`src/inc/pca_consts.svh`:
```
`ifndef PCA_CONSTS_SVH
`define PCA_CONSTS_SVH
// register byte offsets
`define PCA_REG_CTRL      12'h000
`define PCA_REG_RUNCYC    12'h004
`define PCA_REG_WATCH     12'h008
`define PCA_REG_REST      12'h00c
`define PCA_REG_ALMCFG    12'h010
`define PCA_REG_BATT      12'h014
`define PCA_REG_PRESS     12'h018
`define PCA_REG_TEMP      12'h01c
`define PCA_REG_CURLIM    12'h020
`define PCA_REG_SOLLIM    12'h024
`define PCA_REG_STATUS    12'h028
`define PCA_REG_CLEAR     12'h02c
`define PCA_REG_CYCCNT    12'h030
// ctrl fields
`define PCA_CTRL_RUN      0
`define PCA_CTRL_MPI      1
`define PCA_CTRL_VARSPD   2
`define PCA_CTRL_GUARD    3
// alarm config fields
`define PCA_AC_IN1_EN     0
`define PCA_AC_IN1_NO     1
`define PCA_AC_IN1_STOP   2
`define PCA_AC_IN2_EN     3
`define PCA_AC_IN2_NO     4
`define PCA_AC_REM_EN     5
`define PCA_AC_REM_NO     6
`define PCA_AC_HIP_STOP   7
`define PCA_AC_LOP_STOP   8
`define PCA_AC_PS_LSB     9
`define PCA_AC_TMP_LSB    12
// status bit positions
`define PCA_ST_WATCH      0
`define PCA_ST_IN1        1
`define PCA_ST_IN2        2
`define PCA_ST_REMOTE     3
`define PCA_ST_HIP        4
`define PCA_ST_LOP        5
`define PCA_ST_LOWBATT    6
`define PCA_ST_PSAVE      7
`define PCA_ST_OVERCUR    8
`define PCA_ST_TEMPOFF    9
`define PCA_ST_PUMP       10
`define PCA_ST_RESTING    11
`define PCA_ST_SOL_LSB    16
// timing
`define PCA_CLK_HZ        25000000
`define PCA_DEBOUNCE_US   1000
`define PCA_DEBOUNCE_CYC  ((`PCA_DEBOUNCE_US * 25) )
`define PCA_OVERCUR_MS    2000
`define PCA_OVERCUR_CYC   (`PCA_OVERCUR_MS * (`PCA_CLK_HZ / 1000))
`endif

```
`src/inc/pca_pkg.sv`:
```
package pca_pkg;
  typedef enum logic [1:0] {
    PCA_OFF    = 2'b00,
    PCA_ON     = 2'b01,
    PCA_REST   = 2'b10,
    PCA_HALT   = 2'b11
  } pca_phase_t;
  typedef enum logic [2:0] {
    PCA_PS_OFF    = 3'b000,
    PCA_PS_NOTIFY = 3'b001,
    PCA_PS_MIN    = 3'b010,
    PCA_PS_NORMAL = 3'b011,
    PCA_PS_MAX    = 3'b100
  } pca_psave_t;
  typedef enum logic [1:0] {
    PCA_TC_DISABLED = 2'b00,
    PCA_TC_DISPLAY  = 2'b01,
    PCA_TC_BELOW    = 2'b10,
    PCA_TC_ABOVE    = 2'b11
  } pca_tctl_t;
endpackage

```
`src/design/pca_ctrl.sv`:
```
// Design decisions made here: the APB interface to the registers and the placing of the registers.
`timescale 1ns/1ps
`include "pca_consts.svh"
// Overview of operation
// in cycle mode count each cam rotation; run until run-cycle target.
// alarm if no cycle within watch limit; restart watch on each cycle.
// watch timer starts when rest ends and runs only in on phase.
// after target reached hold pump off for the rest interval.
// watch limit and rest interval held as hours, minutes, seconds.
// operator sets watch limit longer than one full cycle.
// stop-action alarm stops pump; notify-action alarm only flags it.
// each alarm offers only its documented stop/notify/event actions.
// contact alarm trips on high if normally open, low if closed.
// remote standby on low if normally closed, high if open.
// power save cuts on period to 75, 50 or 25 percent.
// notify setting warns only; off setting disables power save.
// enter power save when battery below power-save threshold.
// battery cutoff alarm when battery below cutoff threshold; here raised only while power save is not set to off.
// multi-point injection with variable speed: power save notify only.
// high/low pressure alarms versus high and low limits.
// temperature control disabled, display, run below or above setpoint.
// sustained over-current stops pump; limit by guard setting.
// failed solenoid is skipped, operation continues.
// per-valve high pressure alarm, shown as notification and reported.
// synchronise, debounce inputs; count each rotation on one edge.
module pca_ctrl #(
  parameter int DEBOUNCE_CYC = `PCA_DEBOUNCE_CYC,
  parameter int OVERCUR_CYC  = `PCA_OVERCUR_CYC,
  parameter int SEC_CYC      = `PCA_CLK_HZ,
  parameter int NSOL         = 8
) (
  input  wire logic              clk,
  input  wire logic              resetn,
  input  wire logic              psel,
  input  wire logic              penable,
  input  wire logic              pwrite,
  input  wire logic [11:0]       paddr,
  input  wire logic [31:0]       pwdata,
  output logic      [31:0]       prdata,
  output logic                   pready,
  output logic                   pslverr,
  input  wire logic              cycle_switch,
  input  wire logic              contact_in1,
  input  wire logic              contact_in2,
  input  wire logic              remote_in,
  input  wire logic [15:0]       battery_mv,
  input  wire logic [15:0]       pressure_psi,
  input  wire logic [15:0]       manifold_psi,
  input  wire logic signed [7:0] temp_f,
  input  wire logic [15:0]       motor_ma,
  input  wire logic [NSOL-1:0]   sol_active,
  output logic                   pump_on,
  output logic [NSOL-1:0]        sol_enable,
  output logic                   alarm_flag
);
  import pca_pkg::*;

  // ==========================================================
  // register file
  // ==========================================================
  logic [31:0] ctrl_reg, runcyc_reg, watch_reg, rest_reg, almcfg_reg;
  logic [31:0] batt_reg, press_reg, temp_reg, curlim_reg, sollim_reg;
  logic [31:0] status;
  logic [15:0] cyc_count;
  logic        wr_en;
  logic [31:0] clr_pulse;

  function automatic logic [31:0] hms_to_sec(input logic [31:0] v);
    // packed as hours[23:16] minutes[15:8] seconds[7:0]
    hms_to_sec = 32'(v[23:16]) * 32'd3600 + 32'(v[15:8]) * 32'd60
               + 32'(v[7:0]);
  endfunction

  assign wr_en = psel && penable && pwrite;

  always_ff @(posedge clk or negedge resetn) begin
    if (!resetn) begin
      ctrl_reg   <= 32'h0000_0000;
      runcyc_reg <= 32'h0000_0001;
      watch_reg  <= 32'h0000_0100;
      rest_reg   <= 32'h0000_0100;
      almcfg_reg <= 32'h0000_0000;
      batt_reg   <= 32'h0000_0000;
      press_reg  <= 32'hffff_0000;
      temp_reg   <= 32'h0000_0000;
      curlim_reg <= 32'hffff_ffff;
      sollim_reg <= 32'h0000_ffff;
    end else if (wr_en) begin
      case (paddr)
        `PCA_REG_CTRL:   ctrl_reg   <= pwdata;
        `PCA_REG_RUNCYC: runcyc_reg <= pwdata;
        `PCA_REG_WATCH:  watch_reg  <= pwdata;
        `PCA_REG_REST:   rest_reg   <= pwdata;
        `PCA_REG_ALMCFG: almcfg_reg <= pwdata;
        `PCA_REG_BATT:   batt_reg   <= pwdata;
        `PCA_REG_PRESS:  press_reg  <= pwdata;
        `PCA_REG_TEMP:   temp_reg   <= pwdata;
        `PCA_REG_CURLIM: curlim_reg <= pwdata;
        `PCA_REG_SOLLIM: sollim_reg <= pwdata;
        default: ;
      endcase
    end
  end

  assign clr_pulse = (wr_en && paddr == `PCA_REG_CLEAR) ? pwdata : 32'h0;

  always_ff @(posedge clk or negedge resetn) begin
    if (!resetn) begin
      prdata  <= 32'h0000_0000;
      pready  <= 1'b0;
      pslverr <= 1'b0;
    end else begin
      pready  <= psel && !penable;
      pslverr <= 1'b0;
      if (psel && !penable) begin
        pslverr <= paddr > `PCA_REG_CYCCNT || paddr[1:0] != 2'b00;
        case (paddr)
          `PCA_REG_CTRL:   prdata <= ctrl_reg;
          `PCA_REG_RUNCYC: prdata <= runcyc_reg;
          `PCA_REG_WATCH:  prdata <= watch_reg;
          `PCA_REG_REST:   prdata <= rest_reg;
          `PCA_REG_ALMCFG: prdata <= almcfg_reg;
          `PCA_REG_BATT:   prdata <= batt_reg;
          `PCA_REG_PRESS:  prdata <= press_reg;
          `PCA_REG_TEMP:   prdata <= temp_reg;
          `PCA_REG_CURLIM: prdata <= curlim_reg;
          `PCA_REG_SOLLIM: prdata <= sollim_reg;
          `PCA_REG_STATUS: prdata <= status;
          `PCA_REG_CYCCNT: prdata <= {16'h0, cyc_count};
          default:         prdata <= 32'h0000_0000;
        endcase
      end
    end
  end

  // ==========================================================
  // input synchronise and debounce
  // ==========================================================
  localparam int NIN = 4;
  logic [NIN-1:0] raw_in, sync1, sync2, clean;
  logic [NIN-1:0] clean_d;
  logic [31:0]    db_cnt [NIN];

  assign raw_in = {remote_in, contact_in2, contact_in1, cycle_switch};

  always_ff @(posedge clk or negedge resetn) begin
    if (!resetn) begin
      sync1 <= '0;
      sync2 <= '0;
    end else begin
      sync1 <= raw_in;
      sync2 <= sync1;
    end
  end

  always_ff @(posedge clk or negedge resetn) begin
    if (!resetn) begin
      clean   <= '0;
      clean_d <= '0;
      for (int i = 0; i < NIN; i++) db_cnt[i] <= 32'd0;
    end else begin
      clean_d <= clean;
      for (int i = 0; i < NIN; i++) begin
        if (sync2[i] == clean[i]) begin
          db_cnt[i] <= 32'd0;
        end else if (db_cnt[i] >= 32'(DEBOUNCE_CYC - 1)) begin
          clean[i]  <= sync2[i];
          db_cnt[i] <= 32'd0;
        end else begin
          db_cnt[i] <= db_cnt[i] + 32'd1;
        end
      end
    end
  end

  logic cyc_evt;
  assign cyc_evt = clean[0] && !clean_d[0];

  // ==========================================================
  // alarm evaluation
  // ==========================================================
  logic       in1_trip, in2_trip, standby, hip, lop, lowbatt, psave_low;
  logic       overcur, temp_ok;
  logic [31:0] oc_cnt;
  logic [NSOL-1:0] sol_alarm;
  pca_psave_t ps_mode;
  pca_tctl_t  tmode;
  logic signed [7:0] setpoint;

  assign ps_mode  = pca_psave_t'(almcfg_reg[`PCA_AC_PS_LSB +: 3]);
  assign tmode    = pca_tctl_t'(almcfg_reg[`PCA_AC_TMP_LSB +: 2]);
  assign setpoint = temp_reg[7:0];
  // normally open trips on high, normally closed on low
  assign in1_trip = almcfg_reg[`PCA_AC_IN1_EN]
                 && (clean[1] == almcfg_reg[`PCA_AC_IN1_NO]);
  assign in2_trip = almcfg_reg[`PCA_AC_IN2_EN]
                 && (clean[2] == almcfg_reg[`PCA_AC_IN2_NO]);
  assign standby  = almcfg_reg[`PCA_AC_REM_EN]
                 && (clean[3] == almcfg_reg[`PCA_AC_REM_NO]);
  assign hip      = pressure_psi > press_reg[31:16];
  assign lop      = pressure_psi < press_reg[15:0];
  assign psave_low = ps_mode != PCA_PS_OFF && batt_reg[15:0] != 16'h0
                  && battery_mv < batt_reg[15:0];
  assign lowbatt  = ps_mode != PCA_PS_OFF
                 && battery_mv < batt_reg[31:16];
  always_comb begin
    case (tmode)
      PCA_TC_BELOW: temp_ok = temp_f < setpoint;
      PCA_TC_ABOVE: temp_ok = temp_f > setpoint;
      default:      temp_ok = 1'b1;
    endcase
  end

  // current limit: motor rating with guard on, else controller rating
  logic [15:0] cur_lim;
  assign cur_lim = ctrl_reg[`PCA_CTRL_GUARD] ? curlim_reg[15:0]
                                              : curlim_reg[31:16];
  always_ff @(posedge clk or negedge resetn) begin
    if (!resetn) begin
      oc_cnt <= 32'd0;
    end else if (motor_ma > cur_lim) begin
      if (oc_cnt < 32'(OVERCUR_CYC)) oc_cnt <= oc_cnt + 32'd1;
    end else begin
      oc_cnt <= 32'd0;
    end
  end
  assign overcur = oc_cnt >= 32'(OVERCUR_CYC);

  // ==========================================================
  // sticky alarms and status
  // ==========================================================
  logic watch_trip;
  logic st_watch, st_in1, st_in2, st_hip, st_lop, st_lowbatt, st_oc;
  logic [NSOL-1:0] st_sol;

  always_ff @(posedge clk or negedge resetn) begin
    if (!resetn) begin
      st_watch <= 1'b0;
      st_in1 <= 1'b0;
      st_in2 <= 1'b0;
      st_hip <= 1'b0;
      st_lop <= 1'b0;
      st_lowbatt <= 1'b0;
      st_oc <= 1'b0;
      st_sol <= '0;
    end else begin
      // set wins over a clear in the same cycle
      st_watch <= watch_trip || (st_watch && !clr_pulse[`PCA_ST_WATCH]);
      st_in1   <= in1_trip || (st_in1 && !clr_pulse[`PCA_ST_IN1]);
      st_in2   <= in2_trip || (st_in2 && !clr_pulse[`PCA_ST_IN2]);
      st_hip   <= hip || (st_hip && !clr_pulse[`PCA_ST_HIP]);
      st_lop   <= lop || (st_lop && !clr_pulse[`PCA_ST_LOP]);
      st_lowbatt <= lowbatt
                 || (st_lowbatt && !clr_pulse[`PCA_ST_LOWBATT]);
      st_oc    <= overcur || (st_oc && !clr_pulse[`PCA_ST_OVERCUR]);
      for (int i = 0; i < NSOL; i++)
        st_sol[i] <= (sol_active[i] && manifold_psi > sollim_reg[15:0])
                  || (st_sol[i] && !clr_pulse[`PCA_ST_SOL_LSB + i]);
    end
  end

  logic stop_req;
  // input 2, low battery, overcurrent and watch are stop only
  assign stop_req = st_watch || st_in2 || st_lowbatt || st_oc
                 || (st_in1 && almcfg_reg[`PCA_AC_IN1_STOP])
                 || (st_hip && almcfg_reg[`PCA_AC_HIP_STOP])
                 || (st_lop && almcfg_reg[`PCA_AC_LOP_STOP]);

  // ==========================================================
  // cycle mode sequencer
  // ==========================================================
  pca_phase_t phase;
  logic [31:0] sec_div, sec_cnt, on_cyc, on_lim;
  logic        sec_tick, ps_cut;

  assign sec_tick = sec_div == 32'(SEC_CYC - 1);
  // multi-point with variable speed keeps power save as notify only
  assign ps_cut = psave_low && ps_mode > PCA_PS_NOTIFY
               && !(ctrl_reg[`PCA_CTRL_MPI]
                    && ctrl_reg[`PCA_CTRL_VARSPD]);
  always_comb begin
    on_lim = runcyc_reg;
    if (ps_cut) begin
      case (ps_mode)
        PCA_PS_MIN:    on_lim = (runcyc_reg * 32'd3) >> 2;
        PCA_PS_NORMAL: on_lim = runcyc_reg >> 1;
        PCA_PS_MAX:    on_lim = runcyc_reg >> 2;
        default:       on_lim = runcyc_reg;
      endcase
      if (on_lim == 32'd0) on_lim = 32'd1;
    end
  end

  assign watch_trip = phase == PCA_ON && sec_tick
                   && sec_cnt + 32'd1 >= hms_to_sec(watch_reg);

  always_ff @(posedge clk or negedge resetn) begin
    if (!resetn) begin
      phase     <= PCA_OFF;
      sec_div   <= 32'd0;
      sec_cnt   <= 32'd0;
      on_cyc    <= 32'd0;
      cyc_count <= 16'h0000;
    end else begin
      sec_div <= sec_tick ? 32'd0 : sec_div + 32'd1;
      if (cyc_evt) cyc_count <= cyc_count + 16'h0001;
      case (phase)
        PCA_OFF: begin
          sec_cnt <= 32'd0;
          on_cyc  <= 32'd0;
          if (ctrl_reg[`PCA_CTRL_RUN]) phase <= PCA_ON;
        end
        PCA_ON: begin
          if (!ctrl_reg[`PCA_CTRL_RUN]) begin
            phase <= PCA_OFF;
          end else if (stop_req) begin
            phase <= PCA_HALT;
          end else if (cyc_evt) begin
            sec_cnt <= 32'd0;
            // restart the second divider so watch and rest run full seconds
            sec_div <= 32'd0;
            on_cyc  <= on_cyc + 32'd1;
            if (on_cyc + 32'd1 >= on_lim) begin
              phase   <= PCA_REST;
              on_cyc  <= 32'd0;
            end
          end else if (sec_tick) begin
            sec_cnt <= sec_cnt + 32'd1;
          end
        end
        PCA_REST: begin
          if (!ctrl_reg[`PCA_CTRL_RUN]) begin
            phase <= PCA_OFF;
          end else if (sec_tick) begin
            if (sec_cnt + 32'd1 >= hms_to_sec(rest_reg)) begin
              phase   <= PCA_ON;
              sec_cnt <= 32'd0;
            end else begin
              sec_cnt <= sec_cnt + 32'd1;
            end
          end
        end
        PCA_HALT: begin
          sec_cnt <= 32'd0;
          if (!stop_req || !ctrl_reg[`PCA_CTRL_RUN]) phase <= PCA_OFF;
        end
        default: phase <= PCA_OFF;
      endcase
    end
  end

  assign status = {{(16-NSOL){1'b0}}, st_sol, 4'h0,
                   phase == PCA_REST, phase == PCA_ON, !temp_ok, st_oc,
                   psave_low, st_lowbatt, st_lop, st_hip, standby,
                   st_in2, st_in1, st_watch};

  // ==========================================================
  // outputs
  // ==========================================================
  always_ff @(posedge clk or negedge resetn) begin
    if (!resetn) begin
      pump_on    <= 1'b0;
      sol_enable <= '0;
      alarm_flag <= 1'b0;
    end else begin
      pump_on    <= phase == PCA_ON && !standby && temp_ok && !stop_req;
      sol_enable <= sol_active & ~st_sol;
      alarm_flag <= |status[`PCA_ST_OVERCUR:`PCA_ST_WATCH] || |st_sol;
    end
  end
endmodule

```
`config.mk`:
```
export PLATFORM = sky130hd
export DESIGN_NAME = pca_ctrl
export DESIGN_NICKNAME = d
export VERILOG_FILES = /design/src/inc/pca_pkg.sv /design/src/design/pca_ctrl.sv
export VERILOG_INCLUDE_DIRS = /design/src /design/src/inc
export SDC_FILE = /design/constraint.sdc
export NUM_CORES = 2
export LEC_CHECK = 0
export BUFFER_PORTS_ARGS = -buffer_cell sky130_fd_sc_hd__clkbuf_2
export CORE_MARGIN = 4
export CORE_UTILIZATION = 40
export DETAILED_ROUTE_END_ITERATION = 10
export PLACE_DENSITY = 0.67
export SLEW_MARGIN = 0
export SYNTH_ARGS = -nofsm -noshare
export SYNTH_HDL_FRONTEND = slang
export SYNTH_SLANG_ARGS = --single-unit
```
`constraint.sdc`:
```
create_clock -name clk -period 10.61 [get_ports clk]
set_input_delay 2.122 -clock clk [delete_from_list [all_inputs] [get_ports clk]]
set_output_delay 2.122 -clock clk [all_outputs]
set_load 0.01 [all_outputs]
```
==> results by group <==
Power
  • Pwr Density: 121 nW/um^2
  • Tot Pwr: 5.62 mW
  • Worst VDD drop: 0.125 mV
  • Pleak: 22.6 nW

Global route
  • GRT overflow: 0
  • Met2 GRT Util: 0.360
  • Initial antenna violation count: 10
  • Largest net degree at the start of global routing: 157
  • GRT Total Usage: 0.241
  • Routing usage on met3: 0.0558
  • Met1 GRT Util: 0.334
  • Top Usage Layer GRT: met2
  • Global-route wire length before repair: 199000 um
  • Number of global-route vias before repair: 31.9k

Layout
  • Final instance area: 46600 sq um
  • Fraction of layout cells with a size suffix above 1: 0.167
  • Max reg flops: 128
  • Commonest non-fill, non-tap cell in the layout: dfrtp_1
  • Syn-to-layout area delta: 12.6%
  • Commonest non-fill, non-tap cells in the layout: dfrtp_1 (599), nand2_1 (392), ha_1 (359)
  • Largest Register: db_cnt
  • Fin nets: 4869

Drt
  • DR vias: 33.2k
  • Post-route DRC: 0
  • Final wirelength: 132000 um
  • TritonRoute pass-1 iters: 8
  • Post-DRT Antenna Nets: 0
  • Routed length per instance: 23.0 um
  • DRT iter0 DRCs: 3571
  • Vias/cell: 5.76

Clocking
  • Clk root buf: clkbuf_16
  • CTS Sinks: 666
  • Clk pin slew, worst setup/hold paths: 0.06 ns
  • # hold bufs at CTS: 0
  • H-tree depth: 3
  • Clk_lat worst skew: 0.64 ns
  • Post-CTS Setup Bufs: 0
  • Clock buffer depth: 3
  • CTS tree: built
  • CTS buffer count: 75
  • Post-cts sizing count: 0

Floorplanning
  • CORE AREA: 102000 sq um
  • Die W: 330 um
  • FP Rows: 117
  • I/O Pins: 177
  • Die extent in y: 330 um
  • Die area: 109000 sq um
  • Initial Util: 0.405

STA
  • FMAX: 128 MHz
  • Period minus WS final: 7.80 ns
  • Max-slew violation count: 0
  • Worst Max-Slew Pin Slew: 1.31 ns
  • Final WS setup: 2.81 ns
  • Max-Slew Margin vs Limit: 0.119
  • Final Hold Viols: 0
  • Hold WS: 0.348 ns
  • Final clock skew: 0.0288 ns
  • Tcrit/Tclk final: 0.735
  • Setup TNS: 0 ns
  • Final setup viols: 0
  • Setup repair after global routing missed its margin: no

Critical path
  • WP data arrival: 8.33 ns
  • FF-to-FF setup slack: 3.02 ns
  • Reg2Reg Depth: 31
  • Crit. End Element: register
  • Reg2reg end: sec_cnt[24]
  • Critical Path RT: 11.14 ns
  • CP Class: input port to register
  • Worst r2r src: rest_reg[11]
  • Crit path launch type: input port
  • CP max FO: 29

Place
  • Post-DP Area: 43900 sq um
  • IO Port Bufs: 176
  • GP Congestion: 0.967
  • Pre-CTS setup slack: 2.18 ns
  • Hpwl dp: 99200 um

Logic synthesis
  • Synth Warn #: 0
  • Distinct cells, synth: 90
  • Seq/Total Area, Yosys: 0.405
  • Post-Syn Instances: 4156
  • Post-synth EDFFs: 0
  • Syn_area_per_cell: 9.96 sq um
  • Mapped cell area: 41400 sq um
  • #FFs+latches synth: 666
  • Synth async-reset ratio: 1.00
  • Primary flip-flop cell chosen by synthesis mapping: dfrtp_1

Run status
  • Outcome: finished, final reports clean

Min path
  • HP Class: register to register
  • Hold wc startpoint: sync1[1]
  • WHS Path Cells: 0
  • Worst hold path endpoint: sync2[1]

Flow run
  • Max Cap Violations: 0
## cell type report
type,count,area [sq um]
Clock inverter,30,414
Sequential cell,666,16700
Inverter,250,938
Fill cell,9534,55700
Multi-Input combinational cell,3107,23300
Antenna cell,7,17.5
Tap cell,1368,1710
Clock buffer,105,2210
Timing Repair Buffer,224,1280
## synth_stat cells, types with 15 or more instances
cell | n | area, sq um
o211ai_1 | 17 | 128
a211oi_1 | 15 | 113
nor3_1 | 42 | 210
nand4_1 | 70 | 438
xor2_1 | 114 | 998
mux2_2 | 248 | 2790
fa_1 | 53 | 1060
inv_1 | 250 | 938
mux2i_1 | 54 | 541
or2_2 | 15 | 93.8
dfrtp_1 | 599 | 15000
nor2_1 | 278 | 1040
o21ai_0 | 210 | 1050
nor2b_1 | 38 | 238
a21o_1 | 81 | 608
a22o_1 | 70 | 613
nand2b_1 | 46 | 288
a21oi_1 | 174 | 871
and3_1 | 45 | 282
xnor2_1 | 121 | 1060
a222oi_1 | 37 | 370
a221oi_1 | 29 | 254
ha_1 | 359 | 4490
nand2_1 | 393 | 1480
nor4_1 | 49 | 307
nand3_1 | 128 | 641
o21a_1 | 25 | 188
or3_1 | 31 | 194
a31oi_1 | 24 | 150
dfstp_2 | 67 | 1760
and4_1 | 17 | 149
clkbuf_1 | 159 | 597
o22ai_1 | 17 | 106
buf_1 | 27 | 101
a22oi_1 | 57 | 428
## stage by stage
stage / utilization / instances
2_1_floorplan: - / 4223
3_3_place_gp: 0.429 / 5615
3_5_place_dp: 0.429 / 5615
4_1_cts: 0.455 / 5750
5_1_grt: 0.455 / 5752
6_report: 0.455 / 5757
## logic make-up after synthesis
| family | synth area share |
|---|---|
| AO/OA/AOI/OAI | 0.142 |
| XOR/XNOR | 0.0497 |
| adder cells (fa/ha/maj) | 0.134 |
| buffers and inverters | 0.0414 |
| flip-flops | 0.405 |
| multiplexers | 0.0876 |
| other | 0.0000906 |
| AND/OR/NAND/NOR | 0.140 |
## worst max-delay path by stage
stage	startpoint	endpoint	slack, ns	depth (start not counted)
3_5_place_dp	battery_mv[2]	on_cyc[17]	2.18	21
5_1_grt	battery_mv[2]	on_cyc[17]	2.44	21
2_1_floorplan	battery_mv[2]	on_cyc[17]	3.85	21
6_report	battery_mv[2]	on_cyc[17]	2.81	21
4_1_cts	battery_mv[2]	on_cyc[17]	2.81	21
3_3_place_gp	battery_mv[2]	on_cyc[17]	2.26	21
## critical path, stage by stage
cell and delay (ns):
clkbuf_2 0.10, ha_1 0.30, a21o_1 0.18, a31oi_1 0.14, o21ai_0 0.25, a2111oi_0 0.47
o21bai_1 0.28, a21oi_1 0.55, o21a_1 0.89, mux2i_1 0.19, ha_1 0.22, a21o_1 0.17
a21o_1 0.18, a21o_1 0.18, a21o_1 0.17, a211o_1 0.29, a21o_1 0.17, a211o_1 0.26
a211o_1 0.65, or3_1 0.45, o211ai_1 0.09
## per-layer routing
layer	part of all wire	up-vias
met5	0.000098	-
met4	0.051	2
met2	0.43	1396
li1	-	15200
met1	0.43	16300
met3	0.092	294
## power by group
| group | switching, mW | leakage [nW] | internal, mW |
|---|---|---|---|
| combinational | 0.174 | 12.8 | 0.0717 |
| clock | 1.11 | 1.28 | 1.66 |
| sequential | 0.0316 | 8.54 | 2.58 |
(Power assumes the default switching activity.)
